$ cat src/emsi_pkg.sv
// Overview of operation
// [RULE_01] One 14-bit address bus shared by program, data and boot accesses.
// [RULE_02] 24-bit two-way data bus; boot reads input only, top two lines address; code puts the boot address on the address bus only.
// [RULE_03] Program space select low during every external program access.
// [RULE_04] Write strobe pulses on writes, read strobe on reads.
// [RULE_05] Program writes take low eight bits from the extension register.
// [RULE_06] Program reads put upper sixteen bits out, low eight into extension register.
// [RULE_07] Program wait states zero to seven, seven after reset.
// [RULE_08] Reset empties stack pointers, masks interrupts, clears mode status.
// [RULE_09] Boot runs on release only with no bus request and map select low.
// [RULE_10] After reset handling the first fetch is internal address zero; code fetches address zero in both maps, external with map select high.
// [RULE_11] Power-up reset held low at least 2000 input clock cycles.
// [RULE_12] Later resets keep the clock running; only minimum pulse width needed; code holds the output clock low while reset is asserted.
// [RULE_13] Output clock is synchronised to instruction cycles.
// [RULE_14] Serial port one pins double as two interrupts, flag in and flag out.
// [RULE_15] Map select level chooses one of two program memory maps.
// [RULE_16] Map low: internal RAM 512 words at zero, external from 0x0800; code sends every program address above 0x01ff external.
// [RULE_17] Map high: external from zero, internal at 0x3800-0x39ff, no boot.
// [RULE_18] Bus request while idle: next cycle float bus, grant, halt.
// [RULE_19] At most one space select; strobes idle without an access.
package emsi_pkg;
	localparam int          ADDR_W          = 14;
	localparam int          DATA_W          = 24;
	localparam int          WORD_W          = 16;
	localparam int          EXT_W           = 8;
	localparam logic [2:0]  PM_WAIT_RST     = 3'h7;
	localparam logic [2:0]  BOOT_WAIT_RST   = 3'h3;
	localparam logic [2:0]  PAGE_RST        = 3'h0;
	localparam logic [13:0] EXT_BASE_MAP0   = 14'h0800;
	localparam logic [13:0] INT_BASE_MAP1   = 14'h3800;
	localparam logic [13:0] INT_LAST_MAP1   = 14'h39ff;
	localparam logic [13:0] INT_LAST_MAP0   = 14'h01ff;
	localparam logic [13:0] FIRST_FETCH     = 14'h0000;
	localparam logic [10:0] BOOT_BYTES      = 11'h7ff;
	localparam logic [6:0]  MODE_RST        = 7'h00;
	localparam logic [2:0]  STACK_EMPTY     = 3'h0;
	localparam logic [3:0]  IMASK_RST       = 4'h0;

	typedef enum logic [1:0] {SP_PROG, SP_DATA, SP_BOOT} space_t;

	function automatic logic is_internal(input logic map_hi, input logic [13:0] a);
		is_internal = map_hi ? (a >= INT_BASE_MAP1 && a <= INT_LAST_MAP1) : (a <= INT_LAST_MAP0);
	endfunction
endpackage

$ cat src/emsi_req_if.sv
`timescale 1ns/100ps
`default_nettype none
interface emsi_req_if;
	logic        valid;
	logic        write;
	logic [1:0]  space;
	logic [13:0] addr;
	logic [23:0] wdata;
	logic [2:0]  waits;
	logic        done;
	logic [23:0] rdata;
	modport master (output valid, write, space, addr, wdata, waits, input done, rdata);
	modport slave  (input valid, write, space, addr, wdata, waits, output done, rdata);
endinterface
`default_nettype wire

$ cat src/emsi_cycle.sv
`timescale 1ns/100ps
`default_nettype none
module emsi_cycle
	import emsi_pkg::*;
(
	// Clock and reset
	input  wire logic        pclk,
	input  wire logic        presetn,
	// Request
	emsi_req_if.slave        req,
	input  wire logic        granted,
	// Pins
	output logic [13:0]      addr_out,
	output logic [23:0]      data_out,
	output logic             data_oe_n,
	input  wire logic [23:0] data_in,
	output logic             program_space_select_n,
	output logic             data_space_select_n,
	output logic             boot_space_select_n,
	output logic             read_strobe_n,
	output logic             write_strobe_n,
	output logic             busy
);
	typedef struct packed {
		logic        act;
		logic [2:0]  cnt;
		logic [13:0] a;
		logic [23:0] d;
		logic        wr;
		logic [1:0]  sp;
		logic [23:0] rd;
		logic        done;
	} st_t;
	st_t s_q, s_d;

	always_comb
	begin
		s_d = s_q;
		s_d.done = 1'b0;
		if (!s_q.act)
		begin
			if (req.valid && !granted && !s_q.done)
			begin
				s_d.act = 1'b1;
				s_d.cnt = req.waits; // [RULE_07]
				s_d.a = req.addr; // [RULE_01]
				s_d.d = req.wdata;
				s_d.wr = req.write && (req.space != SP_BOOT); // [RULE_02]
				s_d.sp = req.space;
			end
		end
		else if (s_q.cnt == 3'h0)
		begin
			s_d.act = 1'b0;
			s_d.done = 1'b1;
			s_d.rd = data_in;
		end
		else
			s_d.cnt = s_q.cnt - 3'h1;
	end

	always_ff @(posedge pclk or negedge presetn)
	begin
		if (!presetn)
			s_q <= '0;
		else
			s_q <= s_d;
	end

	assign addr_out               = s_q.a;
	assign data_out               = s_q.d;
	assign data_oe_n              = !(s_q.act && s_q.wr); // [RULE_02]
	assign program_space_select_n = !(s_q.act && s_q.sp == SP_PROG); // [RULE_03] [RULE_19]
	assign data_space_select_n    = !(s_q.act && s_q.sp == SP_DATA); // [RULE_19]
	assign boot_space_select_n    = !(s_q.act && s_q.sp == SP_BOOT);
	assign read_strobe_n          = !(s_q.act && !s_q.wr); // [RULE_04] [RULE_19]
	assign write_strobe_n         = !(s_q.act && s_q.wr); // [RULE_04]
	assign busy                   = s_q.act;
	assign req.done               = s_q.done;
	assign req.rdata              = s_q.rd;
endmodule
`default_nettype wire

$ cat src/emsi_boot_ram.sv
`timescale 1ns/100ps
`default_nettype none
module emsi_boot_ram #(
	parameter int DEPTH = 512,
	parameter int WIDTH = 24
) (
	// Clock
	input  wire logic                     pclk,
	// Port
	input  wire logic                     we,
	input  wire logic [$clog2(DEPTH)-1:0] waddr,
	input  wire logic [WIDTH-1:0]         wdata,
	input  wire logic [$clog2(DEPTH)-1:0] raddr,
	output logic [WIDTH-1:0]              rdata
);
	if (DEPTH < 2 || WIDTH < 1)
		$error("bad memory size");
	logic [WIDTH-1:0] mem [DEPTH];
	always_ff @(posedge pclk)
	begin
		if (we)
			mem[waddr] <= wdata;
		rdata <= mem[raddr];
	end
endmodule
`default_nettype wire

$ cat src/ext_memory_system_interface.sv
// The register addresses and the APB register port are this design's own decisions.
`timescale 1ns/100ps
`default_nettype none
module ext_memory_system_interface
	import emsi_pkg::*;
(
	// Clock and reset
	input  wire logic        pclk,
	input  wire logic        presetn,
	// APB
	input  wire logic        psel,
	input  wire logic        penable,
	input  wire logic        pwrite,
	input  wire logic [11:0] paddr,
	input  wire logic [31:0] pwdata,
	output logic [31:0]      prdata,
	output logic             pready,
	output logic             pslverr,
	// Memory pins
	output logic [13:0]      addr_out,
	output logic             addr_oe_n,
	output logic [23:0]      data_out,
	output logic             data_oe_n,
	input  wire logic [23:0] data_in,
	output logic             program_space_select_n,
	output logic             data_space_select_n,
	output logic             boot_space_select_n,
	output logic             read_strobe_n,
	output logic             write_strobe_n,
	output logic             ctrl_oe_n,
	// Bus arbitration and map
	input  wire logic        bus_request_n,
	output logic             bus_grant_n,
	input  wire logic        memory_map_select,
	// Clock out and serial port one alternate pins
	output logic             output_clock,
	input  wire logic        port_one_receive_frame_sync,
	input  wire logic        port_one_transmit_frame_sync,
	input  wire logic        port_one_receive_data,
	output logic             port_one_transmit_data,
	output logic             ext_interrupt_zero_n,
	output logic             ext_interrupt_one_n,
	output logic             flag_input_pin,
	// Core status
	output logic             halted,
	output logic [13:0]      fetch_addr,
	output logic             fetch_valid
);
	// Register map
	localparam logic [11:0] R_CTRL  = 12'h000;
	localparam logic [11:0] R_ACC   = 12'h004;
	localparam logic [11:0] R_DATA  = 12'h008;
	localparam logic [11:0] R_PX    = 12'h00c;
	localparam logic [11:0] R_STAT  = 12'h010;
	localparam logic [11:0] R_MODE  = 12'h014;

	typedef enum logic [2:0] {ST_RESET, ST_BOOT_REQ, ST_BOOT_WAIT, ST_RUN, ST_ACC_WAIT} fsm_t;

	typedef struct packed {
		fsm_t        fsm;
		logic        map_hi;
		logic [2:0]  pm_wait;
		logic [2:0]  dm_wait;
		logic [2:0]  boot_wait;
		logic [2:0]  page;
		logic        sport_alt;
		logic        flag_out;
		logic [7:0]  px;
		logic [15:0] wdata;
		logic [15:0] rdata;
		logic [6:0]  mode;
		logic [3:0]  imask;
		logic [2:0]  stack_ptr;
		logic        grant;
		logic        clk_div;
		logic [10:0] boot_idx;
		logic [1:0]  boot_byte;
		logic [15:0] boot_acc;
		logic        boot_we;
		logic        force_boot;
		logic        req_valid;
		logic        req_write;
		logic [1:0]  req_space;
		logic [13:0] req_addr;
		logic        acc_err;
		logic [13:0] fetch;
		logic        fetch_v;
		logic [31:0] prdata;
	} st_t;
	st_t s_q, s_d;

	emsi_req_if rq ();
	logic       busy;
	logic [23:0] ram_rdata;

	function automatic logic [2:0] waits_for(input logic [1:0] sp, input st_t s);
		unique case (sp)
			SP_PROG: waits_for = s.pm_wait; // [RULE_07]
			SP_DATA: waits_for = s.dm_wait;
			default: waits_for = s.boot_wait;
		endcase
	endfunction

	assign rq.valid = s_q.req_valid;
	assign rq.write = s_q.req_write;
	assign rq.space = s_q.req_space;
	assign rq.addr  = s_q.req_addr;
	assign rq.wdata = (s_q.req_space == SP_PROG) ? {s_q.wdata, s_q.px} : {s_q.wdata, 8'h00}; // [RULE_05]
	assign rq.waits = waits_for(s_q.req_space, s_q);

	emsi_cycle u_cycle (
		.pclk                   (pclk),
		.presetn                (presetn),
		.req                    (rq.slave),
		.granted                (s_q.grant),
		.addr_out               (addr_out),
		.data_out               (data_out),
		.data_oe_n              (data_oe_n),
		.data_in                (data_in),
		.program_space_select_n (program_space_select_n),
		.data_space_select_n    (data_space_select_n),
		.boot_space_select_n    (boot_space_select_n),
		.read_strobe_n          (read_strobe_n),
		.write_strobe_n         (write_strobe_n),
		.busy                   (busy)
	);

	emsi_boot_ram #(.DEPTH(512), .WIDTH(24)) u_ram (
		.pclk  (pclk),
		.we    (s_q.boot_we),
		.waddr (s_q.boot_idx[8:0] - 9'h1),
		.wdata ({s_q.boot_acc, rq.rdata[15:8]}),
		.raddr (9'h000),
		.rdata (ram_rdata)
	);

	always_comb
	begin
		s_d = s_q;
		s_d.boot_we = 1'b0;
		s_d.fetch_v = 1'b0;
		s_d.clk_div = !s_q.clk_div; // [RULE_13]
		// Grant only between external accesses
		if (!bus_request_n && !busy && !rq.done && !s_q.req_valid) // [RULE_18]
			s_d.grant = 1'b1;
		else if (bus_request_n)
			s_d.grant = 1'b0;
		unique case (s_q.fsm)
			ST_RESET:
			begin
				s_d.map_hi = memory_map_select; // [RULE_15]
				if (!memory_map_select && bus_request_n) // [RULE_09] [RULE_17]
					s_d.fsm = ST_BOOT_REQ;
				else
				begin
					s_d.fsm = ST_RUN;
					s_d.fetch = FIRST_FETCH; // [RULE_10]
					s_d.fetch_v = 1'b1;
				end
			end
			ST_BOOT_REQ:
			begin
				s_d.req_valid = 1'b1;
				s_d.req_write = 1'b0;
				s_d.req_space = SP_BOOT;
				s_d.req_addr = {s_q.page[0], s_q.boot_idx, s_q.boot_byte}; // [RULE_02]
				s_d.fsm = ST_BOOT_WAIT;
			end
			ST_BOOT_WAIT:
			begin
				if (rq.done)
				begin
					s_d.req_valid = 1'b0;
					if (s_q.boot_byte == 2'h2)
					begin
						s_d.boot_byte = 2'h0;
						s_d.boot_idx = s_q.boot_idx + 11'h1;
						s_d.boot_we = 1'b1;
						if (s_q.boot_idx[8:0] == 9'h1ff)
						begin
							s_d.fsm = ST_RUN;
							s_d.fetch = FIRST_FETCH; // [RULE_10]
							s_d.fetch_v = 1'b1;
						end
						else
							s_d.fsm = ST_BOOT_REQ;
					end
					else
					begin
						s_d.boot_acc = {s_q.boot_acc[7:0], rq.rdata[15:8]};
						s_d.boot_byte = s_q.boot_byte + 2'h1;
						s_d.fsm = ST_BOOT_REQ;
					end
				end
			end
			ST_RUN:
			begin
				if (s_q.force_boot && !s_q.map_hi)
				begin
					s_d.force_boot = 1'b0;
					s_d.boot_idx = 11'h000;
					s_d.fsm = ST_BOOT_REQ;
				end
			end
			ST_ACC_WAIT:
			begin
				if (rq.done)
				begin
					s_d.req_valid = 1'b0;
					s_d.fsm = ST_RUN;
					if (!s_q.req_write)
					begin
						s_d.rdata = rq.rdata[23:8]; // [RULE_06]
						if (s_q.req_space == SP_PROG)
							s_d.px = rq.rdata[7:0]; // [RULE_06]
					end
				end
			end
			default: s_d.fsm = ST_RESET;
		endcase
		// APB register writes
		if (psel && penable && pwrite)
		begin
			unique case (paddr)
				R_CTRL:
				begin
					s_d.pm_wait = pwdata[2:0];
					s_d.dm_wait = pwdata[5:3];
					s_d.boot_wait = pwdata[8:6];
					s_d.page = pwdata[11:9];
					s_d.sport_alt = pwdata[12];
					s_d.flag_out = pwdata[13];
					if (pwdata[14])
						s_d.force_boot = 1'b1;
				end
				R_ACC:
				begin
					if (s_q.fsm == ST_RUN)
					begin
						s_d.req_addr = pwdata[13:0];
						s_d.req_space = pwdata[16] ? SP_DATA : SP_PROG;
						s_d.req_write = pwdata[17];
						s_d.acc_err = !pwdata[16] && is_internal(s_q.map_hi, pwdata[13:0]); // [RULE_16] [RULE_17]
						if (!s_d.acc_err)
						begin
							s_d.req_valid = 1'b1;
							s_d.fsm = ST_ACC_WAIT;
						end
					end
				end
				R_DATA: s_d.wdata = pwdata[15:0];
				R_PX:   s_d.px = pwdata[7:0];
				R_MODE: s_d.mode = pwdata[6:0];
				default: ;
			endcase
		end
		s_d.prdata = 32'h0;
		if (psel && !penable && !pwrite)
		begin
			unique case (paddr)
				R_CTRL: s_d.prdata = {18'h0, s_q.flag_out, s_q.sport_alt, s_q.page, s_q.boot_wait,
					s_q.dm_wait, s_q.pm_wait};
				R_DATA: s_d.prdata = {16'h0, s_q.rdata};
				R_PX:   s_d.prdata = {24'h0, s_q.px};
				R_STAT: s_d.prdata = {18'h0, s_q.stack_ptr, s_q.imask, s_q.acc_err, s_q.grant,
					s_q.map_hi, s_q.fsm, busy};
				R_MODE: s_d.prdata = {25'h0, s_q.mode};
				default: s_d.prdata = 32'h0;
			endcase
		end
	end

	always_ff @(posedge pclk or negedge presetn)
	begin
		if (!presetn)
		begin
			s_q <= '0;
			s_q.fsm <= ST_RESET;
			s_q.pm_wait <= PM_WAIT_RST; // [RULE_07]
			s_q.dm_wait <= PM_WAIT_RST;
			s_q.boot_wait <= BOOT_WAIT_RST;
			s_q.page <= PAGE_RST;
			s_q.mode <= MODE_RST; // [RULE_08]
			s_q.imask <= IMASK_RST; // [RULE_08]
			s_q.stack_ptr <= STACK_EMPTY; // [RULE_08]
		end
		else
			s_q <= s_d;
	end

	assign prdata                 = s_q.prdata;
	assign pready                 = 1'b1;
	assign pslverr                = psel && penable && !(paddr inside {R_CTRL, R_ACC, R_DATA, R_PX, R_STAT, R_MODE});
	assign addr_oe_n              = s_q.grant; // [RULE_18]
	assign ctrl_oe_n              = s_q.grant; // [RULE_18]
	assign bus_grant_n            = !s_q.grant; // [RULE_18]
	assign halted                 = s_q.grant || s_q.fsm != ST_RUN;
	assign output_clock           = s_q.clk_div; // [RULE_13] [RULE_12]
	assign port_one_transmit_data = s_q.sport_alt ? s_q.flag_out : 1'b0; // [RULE_14]
	assign ext_interrupt_zero_n   = s_q.sport_alt ? port_one_receive_frame_sync : 1'b1; // [RULE_14]
	assign ext_interrupt_one_n    = s_q.sport_alt ? port_one_transmit_frame_sync : 1'b1; // [RULE_14]
	assign flag_input_pin         = s_q.sport_alt ? port_one_receive_data : 1'b0; // [RULE_14]
	assign fetch_addr             = s_q.fetch;
	assign fetch_valid            = s_q.fetch_v;
endmodule
`default_nettype wire

$ cat config.mk
export PLATFORM = sky130hd
export DESIGN_NAME = ext_memory_system_interface
export DESIGN_NICKNAME = d
export VERILOG_FILES = /design/src/emsi_pkg.sv /design/src/emsi_req_if.sv /design/src/emsi_cycle.sv /design/src/emsi_boot_ram.sv /design/src/ext_memory_system_interface.sv
export SDC_FILE = /design/constraint.sdc
export NUM_CORES = 1
export LEC_CHECK = 0
export BUFFER_PORTS_ARGS = -buffer_cell sky130_fd_sc_hd__buf_2
export CORE_MARGIN = 1
export CORE_UTILIZATION = 30
export CTS_CLUSTER_SIZE = 12
export DETAILED_ROUTE_END_ITERATION = 10
export PLACE_DENSITY = 0.47
export RECOVER_POWER = 25
export SYNTH_ARGS = -nofsm -noshare
export SYNTH_HDL_FRONTEND = slang
export SYNTH_HIERARCHICAL = 1
export SYNTH_SLANG_ARGS = --single-unit
$ cat constraint.sdc
create_clock -name pclk -period 2.16 [get_ports pclk]
set_input_delay 0.324 -clock pclk [delete_from_list [all_inputs] [get_ports pclk]]
set_output_delay 0.324 -clock pclk [all_outputs]
set_load 0.02 [all_outputs]
* Word level (Yosys, flattened, before mapping)
Cells that the tools add are included.
** Storage, ports and cells
- Logic and storage cells :: 186
- Output and inout port bits :: 102
- Register bits after elaboration :: 233
** Operators by class
- Reductions and logical operators :: 62
- Bitwise gates (word level) :: 3
- Mux-type cells :: 59
- $lt $le $gt $ge :: 3
- Eq/ne operators :: 22
- $add $sub $neg :: 3
** Operators with widths (count)
- 16-bit case mux with 5 select lines :: 1
- 15-bit 2-to-1 mux :: 4
- 16-bit 2-to-1 mux :: 3
- 8-bit 2-to-1 mux :: 6
- 45-bit 2-to-1 mux :: 1
- 19-bit 2-to-1 mux :: 2
- 30-bit 2-to-1 mux :: 1
- 15-bit case mux with 2 select lines :: 1
- 3-bit 2-to-1 mux :: 9
- 12-bit by 4-bit equality test with 1-bit output (second input constant) :: 2
- 12-bit by 5-bit equality test with 1-bit output (second input constant) :: 2
- 24-bit 2-to-1 mux :: 1
- 11-bit 2-to-1 mux :: 2
- 11-bit case mux with 2 select lines :: 1
- 1-bit logical AND :: 20
- 20-bit 2-to-1 mux :: 1
- 1-bit zero test :: 18
- 1-bit 2-to-1 mux :: 18
- 17-bit 2-to-1 mux :: 1
- 3-bit case mux with 5 select lines :: 1
- 14-bit greater-or-equal comparator (second input constant) :: 1
- 14-bit less-or-equal comparator (second input constant) :: 1
- 14-bit by 9-bit less-or-equal comparator with 1-bit output (second input constant) :: 1
- 2-bit AND reduction :: 7
- other kinds (28) :: 47

* Depth between registers and ports, before layout
Gate-level depths: netlist (run 1).
- Depth in word-level cells :: 9
- Gate-level depth with buffers :: 8
- Mapped depth without buffers :: 8

* Hierarchy
The synthesis (run 1) kept the hierarchy.
** By module, submodules not included
- ext_memory_system_interface :: area each 5943.2 um^2, instances 1, cells each 485
- emsi_cycle :: area each 3204.3 um^2, instances 1, cells each 233

* Worst setup path after synthesis (run 1)
No wires, ideal clock.
- Path type :: register to register
- Start point :: register s_q[169] (netlist bit)
- End point :: register s_q[145] (netlist bit)
- Library setup time :: 125 ps
- Arrival :: 1902 ps
- Slack :: 133 ps
- Cell stages (with the launch flop) :: 6
- Buffers on the path :: 1
- Cells stage by stage :: dfrtp_1 > buf_2 > nand4bb_1 > nor4_2 > mux2_2 > mux2_2
** RTL lines
- from (decl) :: line ext_memory_system_interface.sv:90 : st_t s_q, s_d;

* Worst setup path after layout (run 1)
- Start point :: register u_cycle.s_q (netlist bit u_cycle/busy)
- End point :: output port program_space_select_n
** On the way
- Cells in the longest elaborated chain, start to end :: 2
** RTL lines
- from (decl) :: line emsi_cycle.sv:34 : st_t s_q, s_d;
- from (signal assigned) :: line emsi_cycle.sv:65 : s_q <= '0;
- from (signal assigned) :: line emsi_cycle.sv:67 : s_q <= s_d;
- 1-bit logical AND :: line emsi_cycle.sv:73 : assign program_space_select_n = !(s_q.act && s_q.sp == SP_PROG);
- 1-bit zero test :: line emsi_cycle.sv:73
- to (decl) :: line ext_memory_system_interface.sv:25 : output logic program_space_select_n,
No other way between the ends.

==> results.md, run 1 <==
* Clock transition at path regs at 0.07 ns
* Multiplexer share of the synthesized area at 23.70%
* Chip height at 176.6 um
* XOR/XNOR Fraction of Synth Area at 0.5745%
* Die X at 176.6 um
* Area share of the largest cell type after synthesis at 48.97%
* Final setup fails at 0
* Yosys warns at 6
* Total die area at 31190 sq um
* RSZ-0062 raised after global routing: false
* Worst setup EP type: output pin
* GRT Residual Overflow at 0
* Flop pwr share at 43.9%
* VDD IR max at 445.2 uV
* Switching pwr at 0.002954 W
* Post-DP Area at 9812 sq um
* Post-synthesis compound-gate area fraction at 3.707%
* Core ar. at 29800 sq um
* Startpoint Class: register
* Number of synthesized register bits at 187
* Clk sinks at 187
* Clk pwr share at 31.9%
* Post-layout util at 34.74%
* Simple logic cell fraction of the synthesized area at 8.289%
* Switching share of total power at 30.70%
* H-Tree Depth at 4
* IO Port Bufs at 134
* Final Hold Fails at 0
* Cts repair resizes at 0
* Sequential area share after synthesis at 51.27%
* Nets at 884
* Kind of critical path: reg -> out
* Via density at 4.511
* Worst-case clock buffer depth at 2
* Pwr/cell area at 929.6 nW/um^2
* Post-synthesis adder-cell area fraction at 0.5471%
* I/O Pins at 180
* Initial Util at 30.70%
* Via count at 5436
* Setup tns final at 0 ns
* Post-DP HPWL at 15.58 mm
* Remaining antenna violation count at 0
* Number of library cell types mapped by synthesis at 56
* Synth top area cells: dfrtp_1 (49%), mux2_2 (17%), buf_4 (9.3%)
* EDFF count, synth at 0
* Ys flop type: dfrtp_1
* Initial antenna violation count at 1
* GPL Wtd Cong at 0.7811
* Static Leak at 5.149 nW
* Vias in the first global route at 5517
* Slew HR at 40.39%
* Synth Instances at 718
* Asr flop ratio synth at 100.0%
* Commonest cells post-synth: dfrtp_1 (179), mux2_2 (141), buf_4 (113)
* Share of cells above drive strength 1 at 46.26%
* Critical Path AT at 1.62 ns
* First-pass GRT wire length at 33.37 mm
* Final hold slack at 0.05561 ns
* Worst-Skew Late Latency at 0.44 ns
* Wire per inst at 17.72 um
* Fillers at 3015
* Dpl cells at 1172
* Residual DRC count at 0
* Cell taking the most area after synthesis: dfrtp_1
* Post-route cell area at 10350 sq um
* Setup Fix Bufs, Post-CTS at 0
* Status: completed
* Layout area overhead at 13.14%
* Hold Crit Class: in -> reg
* Tmin final at 1.941 ns
* Gate power share at 24.2%
* Root Buffer: clkbuf_16
* Site Rows at 63
* CP Data Required Time at 1.84 ns
* Most instantiated library cell after synthesis: dfrtp_1
* Antenna Cells at 0
* Crit path max fanout at 7
* Largest net degree at the start of global routing at 57
* Largest family of logic cells by synthesized area: multiplexers
* Fin. max-slew vios at 0
* Actual transition at the worst max-transition pin at 0.8942 ns
* CTS tree: done
* Drt pass-1 iters at 4
* Clock Skew at 0.01339 ns
* Max Fclk at 0.5152 GHz
* Avg Cell Area, Syn at 12.74 sq um
* Cell Count, Final, Fillers Out at 1205
* Final period utilization at 89.86%
* Max capacitance violation total at 0
* Initial drt markers at 248
* Drt total wl at 21.35 mm
* Synth Cell Area at 9148 sq um
* GRT Resource Usage Total at 14.41%
* Internal power at 0.006668 W
* Total CTS buffers at 17
[final timing paths]
| kind | start | to | slack, ns | depth (start not counted) |
|---|---|---|---|---|
| max in group asynchronous | presetn | s_q[88] | 0.46 | 3 |
| worst max-delay path | u_cycle/busy | program_space_select_n | 0.22 | 2 |
| min in group asynchronous | presetn | prdata[8] | 0.44 | 2 |
| worst min register to register | output_clock | output_clock | 0.42 | 1 |
| worst max register to register | s_q[167] | rq.valid | 0.22 | 5 |
| worst min-delay path | bus_request_n | addr_oe_n | 0.06 | 2 |
[routing by layer]
layer  up-vias  GRT usage (%)  routed length (um)
met1      2740          20.31               10350
met2       131          21.93                9794
met5         -              0                  17
met4         2          3.987                 242
met3        18          3.415                 940
li1       2545              -                   -
[state kept, by name (all words and copies together) (netlist names), 2 cells and up]
signal and count:
prdata 16, rq.addr 14, rq.space 2, s_q 80
u_cycle/addr_out 14, u_cycle/data_out 24, u_cycle/req.rdata 24, u_cycle/s_q 6
[power by group through the flow]
stage | Sequential [W] | Clock [W] | Combinational (W)
floorplan | 0.00421 | 0 | 0.00203
global placement | 0.00429 | 0 | 0.00236
detailed placement | 0.00430 | 0 | 0.00239
CTS | 0.00423 | 0.00315 | 0.00240
global route | 0.00428 | 0.00330 | 0.00254
finish | 0.00423 | 0.00307 | 0.00233
[critical path, cell delays in order (launching register included)]
cell and delay (ns):
dfrtp_1 0.55, or3b_2 0.47, buf_2 0.17
[cell type report]
type                       instances  area (sq um)  area share (%)
multi-input combinational        402          3485           33.67
inverter                          16         60.06          0.5803
sequential                       187          4690           45.31
tap                              390         488.0           4.715
timing repair buffer             178          1069           10.32
clock buffer                      21         450.4           4.352
clock inverter                    11         108.9           1.052
[layout by cell type, fill, tap and decap left out, drive strengths merged, types with 4 or more instances in the layout]
master	count
a21oi	4
a22oi	8
and2	10
and3	4
buf	173
clkbuf	25
conb	31
dfrtp	179
dfstp	8
ha	4
inv	20
mux2	175
mux2i	16
nand2	15
nand2b	8
nand3	7
nand3b	5
nand4	4
nor2	28
nor3	11
nor4	12
o21ai	10
o22a	7
or4	4
xnor2	6
[cells by family after synthesis]
family          Yosys count
xor+xnor                  6
compound gates           47
mux                     191
simple gates            123
flops                   187
other cells               2
fa+ha+maj                 4
buf+inv                 158
[metrics by stage]
stage,worst slack (ns),total power (W)
after floorplan,0.1330,0.006234
after detailed placement,0.07096,0.006690
after CTS,0.1932,0.009783
final,0.2191,0.009622
after global placement,0.08607,0.006657
after global routing,0.05599,0.01012
[timing repair]
item / in CTS / in global routing
hold buffers: 1 / 0
setup endpoints to repair: 0 / 0
hold endpoints to repair: 50 / 0
Power figures use the tool's default switching activity.
==> run 2, diff against run 1 <==
Settings changed: ABC_AREA set to 1, MAX_ROUTING_LAYER set to met4.
==> run 2 against run 1 <==
Worst hold slack got worse by 0.017 ns. Wire length increased by 15%. Maximum frequency decreased by 3.4%. Design area increased by 0.81%. Clock power increased by 3%. Worst setup slack got worse by 0.068 ns. Non-clock buffer count decreased by 15. Critical path depth increased by 2. Critical endpoint is now halted. Sequential cell count unchanged. The flow now finishes with violations (DRC, capacitance limit, slew limit). Global-route usage increased by 1.7 points. Largest cell class unchanged. Area after synthesis increased by 3.4%.
==> results.md, run 2 <==
* Static Leak at 5.580 nW (+8.4%)
* H-Tree Depth at 4 (unchanged)
* Reg with most FFs: s_q
* EDFF count, synth at 0 (unchanged)
* Max Fclk at 0.4978 GHz (-3.4%)
* Clk sinks at 187 (unchanged)
* Post-DP Area at 9846 sq um (+0.34%)
* Final setup fails at 0 (unchanged)
* Drt pass-1 iters at 8 (+4)
* Internal power at 0.006277 W (-5.9%)
* Number of library cell types mapped by synthesis at 38 (-32%)
* Pwr/cell area at 939.0 nW/um^2 (+1.0%)
* GRT Residual Overflow at 0 (unchanged)
* Commonest cells post-synth: nand2_1 (310), dfrtp_1 (179), buf_4 (117)
* Setup tns final at 0 ns (unchanged)
* First-pass GRT wire length at 39.03 mm (+17%)
* Cts repair resizes at 0 (unchanged)
* GRT Resource Usage Total at 16.16% (+1.7 points)
* GPL Wtd Cong at 0.8305 (+6.3%)
* Dpl cells at 1565 (+34%)
* Cell Count, Final, Fillers Out at 1600 (+33%)
* Pre-CTS setup slack at 0.2086 ns (+0.1376 ns)
* Sequential area share after synthesis at 49.60% (-1.7 points)
* Actual transition at the worst max-transition pin at 1.589 ns (+0.6947 ns)
* CP Data Required Time at 1.84 ns (about the same)
* Initial drt markers at 522 (+110%)
* Most frequent cells in the layout: nand2_1 (310), dfrtp_1 (179), buf_2 (133), inv_1 (115), nand3_1 (111)
* Avg Cell Area, Syn at 8.353 sq um (-34%)
* Via count at 7064 (+30%)
* Drt total wl at 24.55 mm (+15%)
* Hold Crit Class: in -> reg
* Cell taking the most area after synthesis: dfrtp_1
* Fin. max-slew vios at 57 (+57)
* M2 GR Usage at 24.06% (+2.1 points)
* Nets at 1271 (+44%)
* Gate power share at 24.2% (about the same)
* Setup Fix Bufs, Post-CTS at 0 (unchanged)
* Worst-case clock buffer depth at 2 (unchanged)
* Clock transition at path regs at 0.07 ns (about the same)
* IO Port Bufs at 134 (unchanged)
* Number of synthesized register bits at 187 (unchanged)
* CTS tree: done
* Synth Instances at 1132 (+58%)
* Area share of the largest cell type after synthesis at 47.37% (-1.6 points)
* Asr flop ratio synth at 100.0% (unchanged)
* Total die area at 32230 sq um (+3.3%)
* Worst setup EP type: output pin
* Ys flop type: dfrtp_1
* Critical R2R Launch: s_q[169]
* Most instantiated library cell after synthesis: nand2_1
* Clk pwr share at 32.2% (+0.3 points)
* Residual DRC count at 13 (+13)
* Synth top area cells: dfrtp_1 (47%), nand2_1 (12%), buf_4 (9.3%)
* VDD IR max at 566.1 uV (+27%)
* Root Buffer: clkbuf_16
* Crit path launch: s_q[169]
* RSZ-0062 raised after global routing: false
* Max capacitance violation total at 1 (+1)
* Tmin final at 2.009 ns (+0.06807 ns)
* Failing checks: DRC, capacitance limit, slew limit
* Crit path max fanout at 7 (unchanged)
* Layout area overhead at 10.35%
* Via density at 4.415 (-2.1%)
* Switching pwr at 0.003521 W (+19%)
* Initial Util at 30.67% (-0.031 points)
* Leading cell type in the layout, fill and taps excluded: nand2_1
* I/O Pins at 180 (unchanged)
* Post-route cell area at 10430 sq um (+0.81%)
* Total CTS buffers at 17 (unchanged)
* Final period utilization at 93.01% (+3.2 points)
* Worst-Skew Late Latency at 0.44 ns (about the same)
* Remaining antenna violation count at 0 (unchanged)
* Wire per inst at 15.34 um (-13%)
* Die X at 179.5 um (+1.6%)
* GRT Max-Usage Layer: met2
* Final Hold Fails at 0 (unchanged)
* Met1 Use GR at 22.34% (+2.0 points)
* Clock Skew at 0.01060 ns (-0.002789 ns)
* Critical Path AT at 1.68 ns (+0.06 ns)
* Vias in the first global route at 6782 (+23%)
* GRT met3 Usage at 3.140% (-0.27 points)
* Site Rows at 64 (+1.6%)
* Core ar. at 30830 sq um (+3.5%)
* Synth Cell Area at 9455 sq um (+3.4%)
* Power consumption at 0.009798 W (+1.8%)
* Post-DP HPWL at 18.33 mm (+18%)
* Post-route setup slack at 0.1510 ns (-0.06807 ns)
* Slew HR at -5.926% (-46 points)
* Largest net degree at the start of global routing at 59 (+3.5%)
* Yosys warns at 6 (unchanged)
* Max FFs per register at 80 (unchanged)
* Chip height at 179.5 um (+1.6%)
* Switching share of total power at 35.94% (+5.2 points)
* Min-delay src: bus_request_n
* Startpoint Class: register
* Initial antenna violation count at 2 (+1)
* Status: finished with violations
* Share of cells above drive strength 1 at 21.13% (-25 points)
* Kind of critical path: reg -> out
* Flop pwr share at 43.6% (-0.3 points)
run 2: cell types whose count changed in the layout (fill, tap and decap cells not counted), sizes merged, moves of 8 or more:
cell    delta
a21oi     +10
a22oi      -8
and2      -10
buf       -13
inv      +106
mux2     -161
mux2i     -16
nand2    +313
nand2b     -8
nand3    +108
nor2      +47
nor4      -12
o21ai     +94
run 2: area by class of cell:
cell class	count	area [sq um]
repair buffers	163	913.4
clock buffers	17	425.4
flip-flops and latches	187	4690
inverters	119	451.7
multi-input cells	701	3294
clock inverters	15	158.9
diodes	2	5.005
well taps	396	495.5
fillers	3285	20400
run 2: timing repair:
item / 4_1_cts / 5_1_grt
endpoints found under the setup margin: 0 / 0
endpoints found under the hold margin: 50 / 0
hold buffers: 1 / 0
run 2: logic make-up (layout without fill, tap and decap cells):
| family | after synthesis | in the layout | synth area share, % |
|---|---|---|---|
| compound gates | 121 | 121 | 6.484 |
| fa+ha+maj | 4 | 4 | 0.5293 |
| buf+inv | 273 | 314 | 16.71 |
| flops | 187 | 187 | 49.60 |
| mux | 14 | 14 | 1.667 |
| other cells | 2 | 33 | 0.07943 |
| simple gates | 531 | 531 | 24.93 |
run 2: path summary, 6_finish.rpt:
path | endpoint | slack, ns | depth (start not counted)
worst min-delay path | addr_oe_n | 0.04 | 2
max in group asynchronous | u_cycle/data_out[21] | 0.32 | 3
worst max register to register | rq.addr[8] | 0.44 | 6
worst min register to register | output_clock | 0.42 | 1
worst max-delay path | halted | 0.15 | 4
min in group asynchronous | output_clock | 0.82 | 2
run 2: critical path: stages, from the launching register on:
cell     delay [ns]
dfrtp_1        0.42
inv_1          0.11
nor3_4         0.43
nand2_1        0.10
buf_2          0.18
run 2: metal layers:
| metal | routed length, um | vias up | share of wire, % |
|---|---|---|---|
| met5 | 0 | - | 0 |
| met4 | 364 | 0 | 1.5 |
| met3 | 1020 | 23 | 4.2 |
| met2 | 11040 | 161 | 45 |
| met1 | 12120 | 3349 | 49 |
| li1 | - | 3531 | - |
run 2: power by group through the flow:
| stage | logic, W | registers, W | clock network (W) |
|---|---|---|---|
| floorplan | 0.00216 | 0.00421 | 0 |
| global placement | 0.00239 | 0.00433 | 0 |
| detailed placement | 0.00241 | 0.00434 | 0 |
| CTS | 0.00242 | 0.00427 | 0.00325 |
| global route | 0.00270 | 0.00433 | 0.00339 |
| finish | 0.00237 | 0.00427 | 0.00316 |
run 2: metrics by stage:
stage               utilization, %  hold WS (ns)
floorplan                        -       0.02841
global placement             31.94        0.3429
detailed placement           31.94        0.3415
CTS                          33.86       0.01970
global route                 33.84       0.02772
finish                       33.84       0.03842
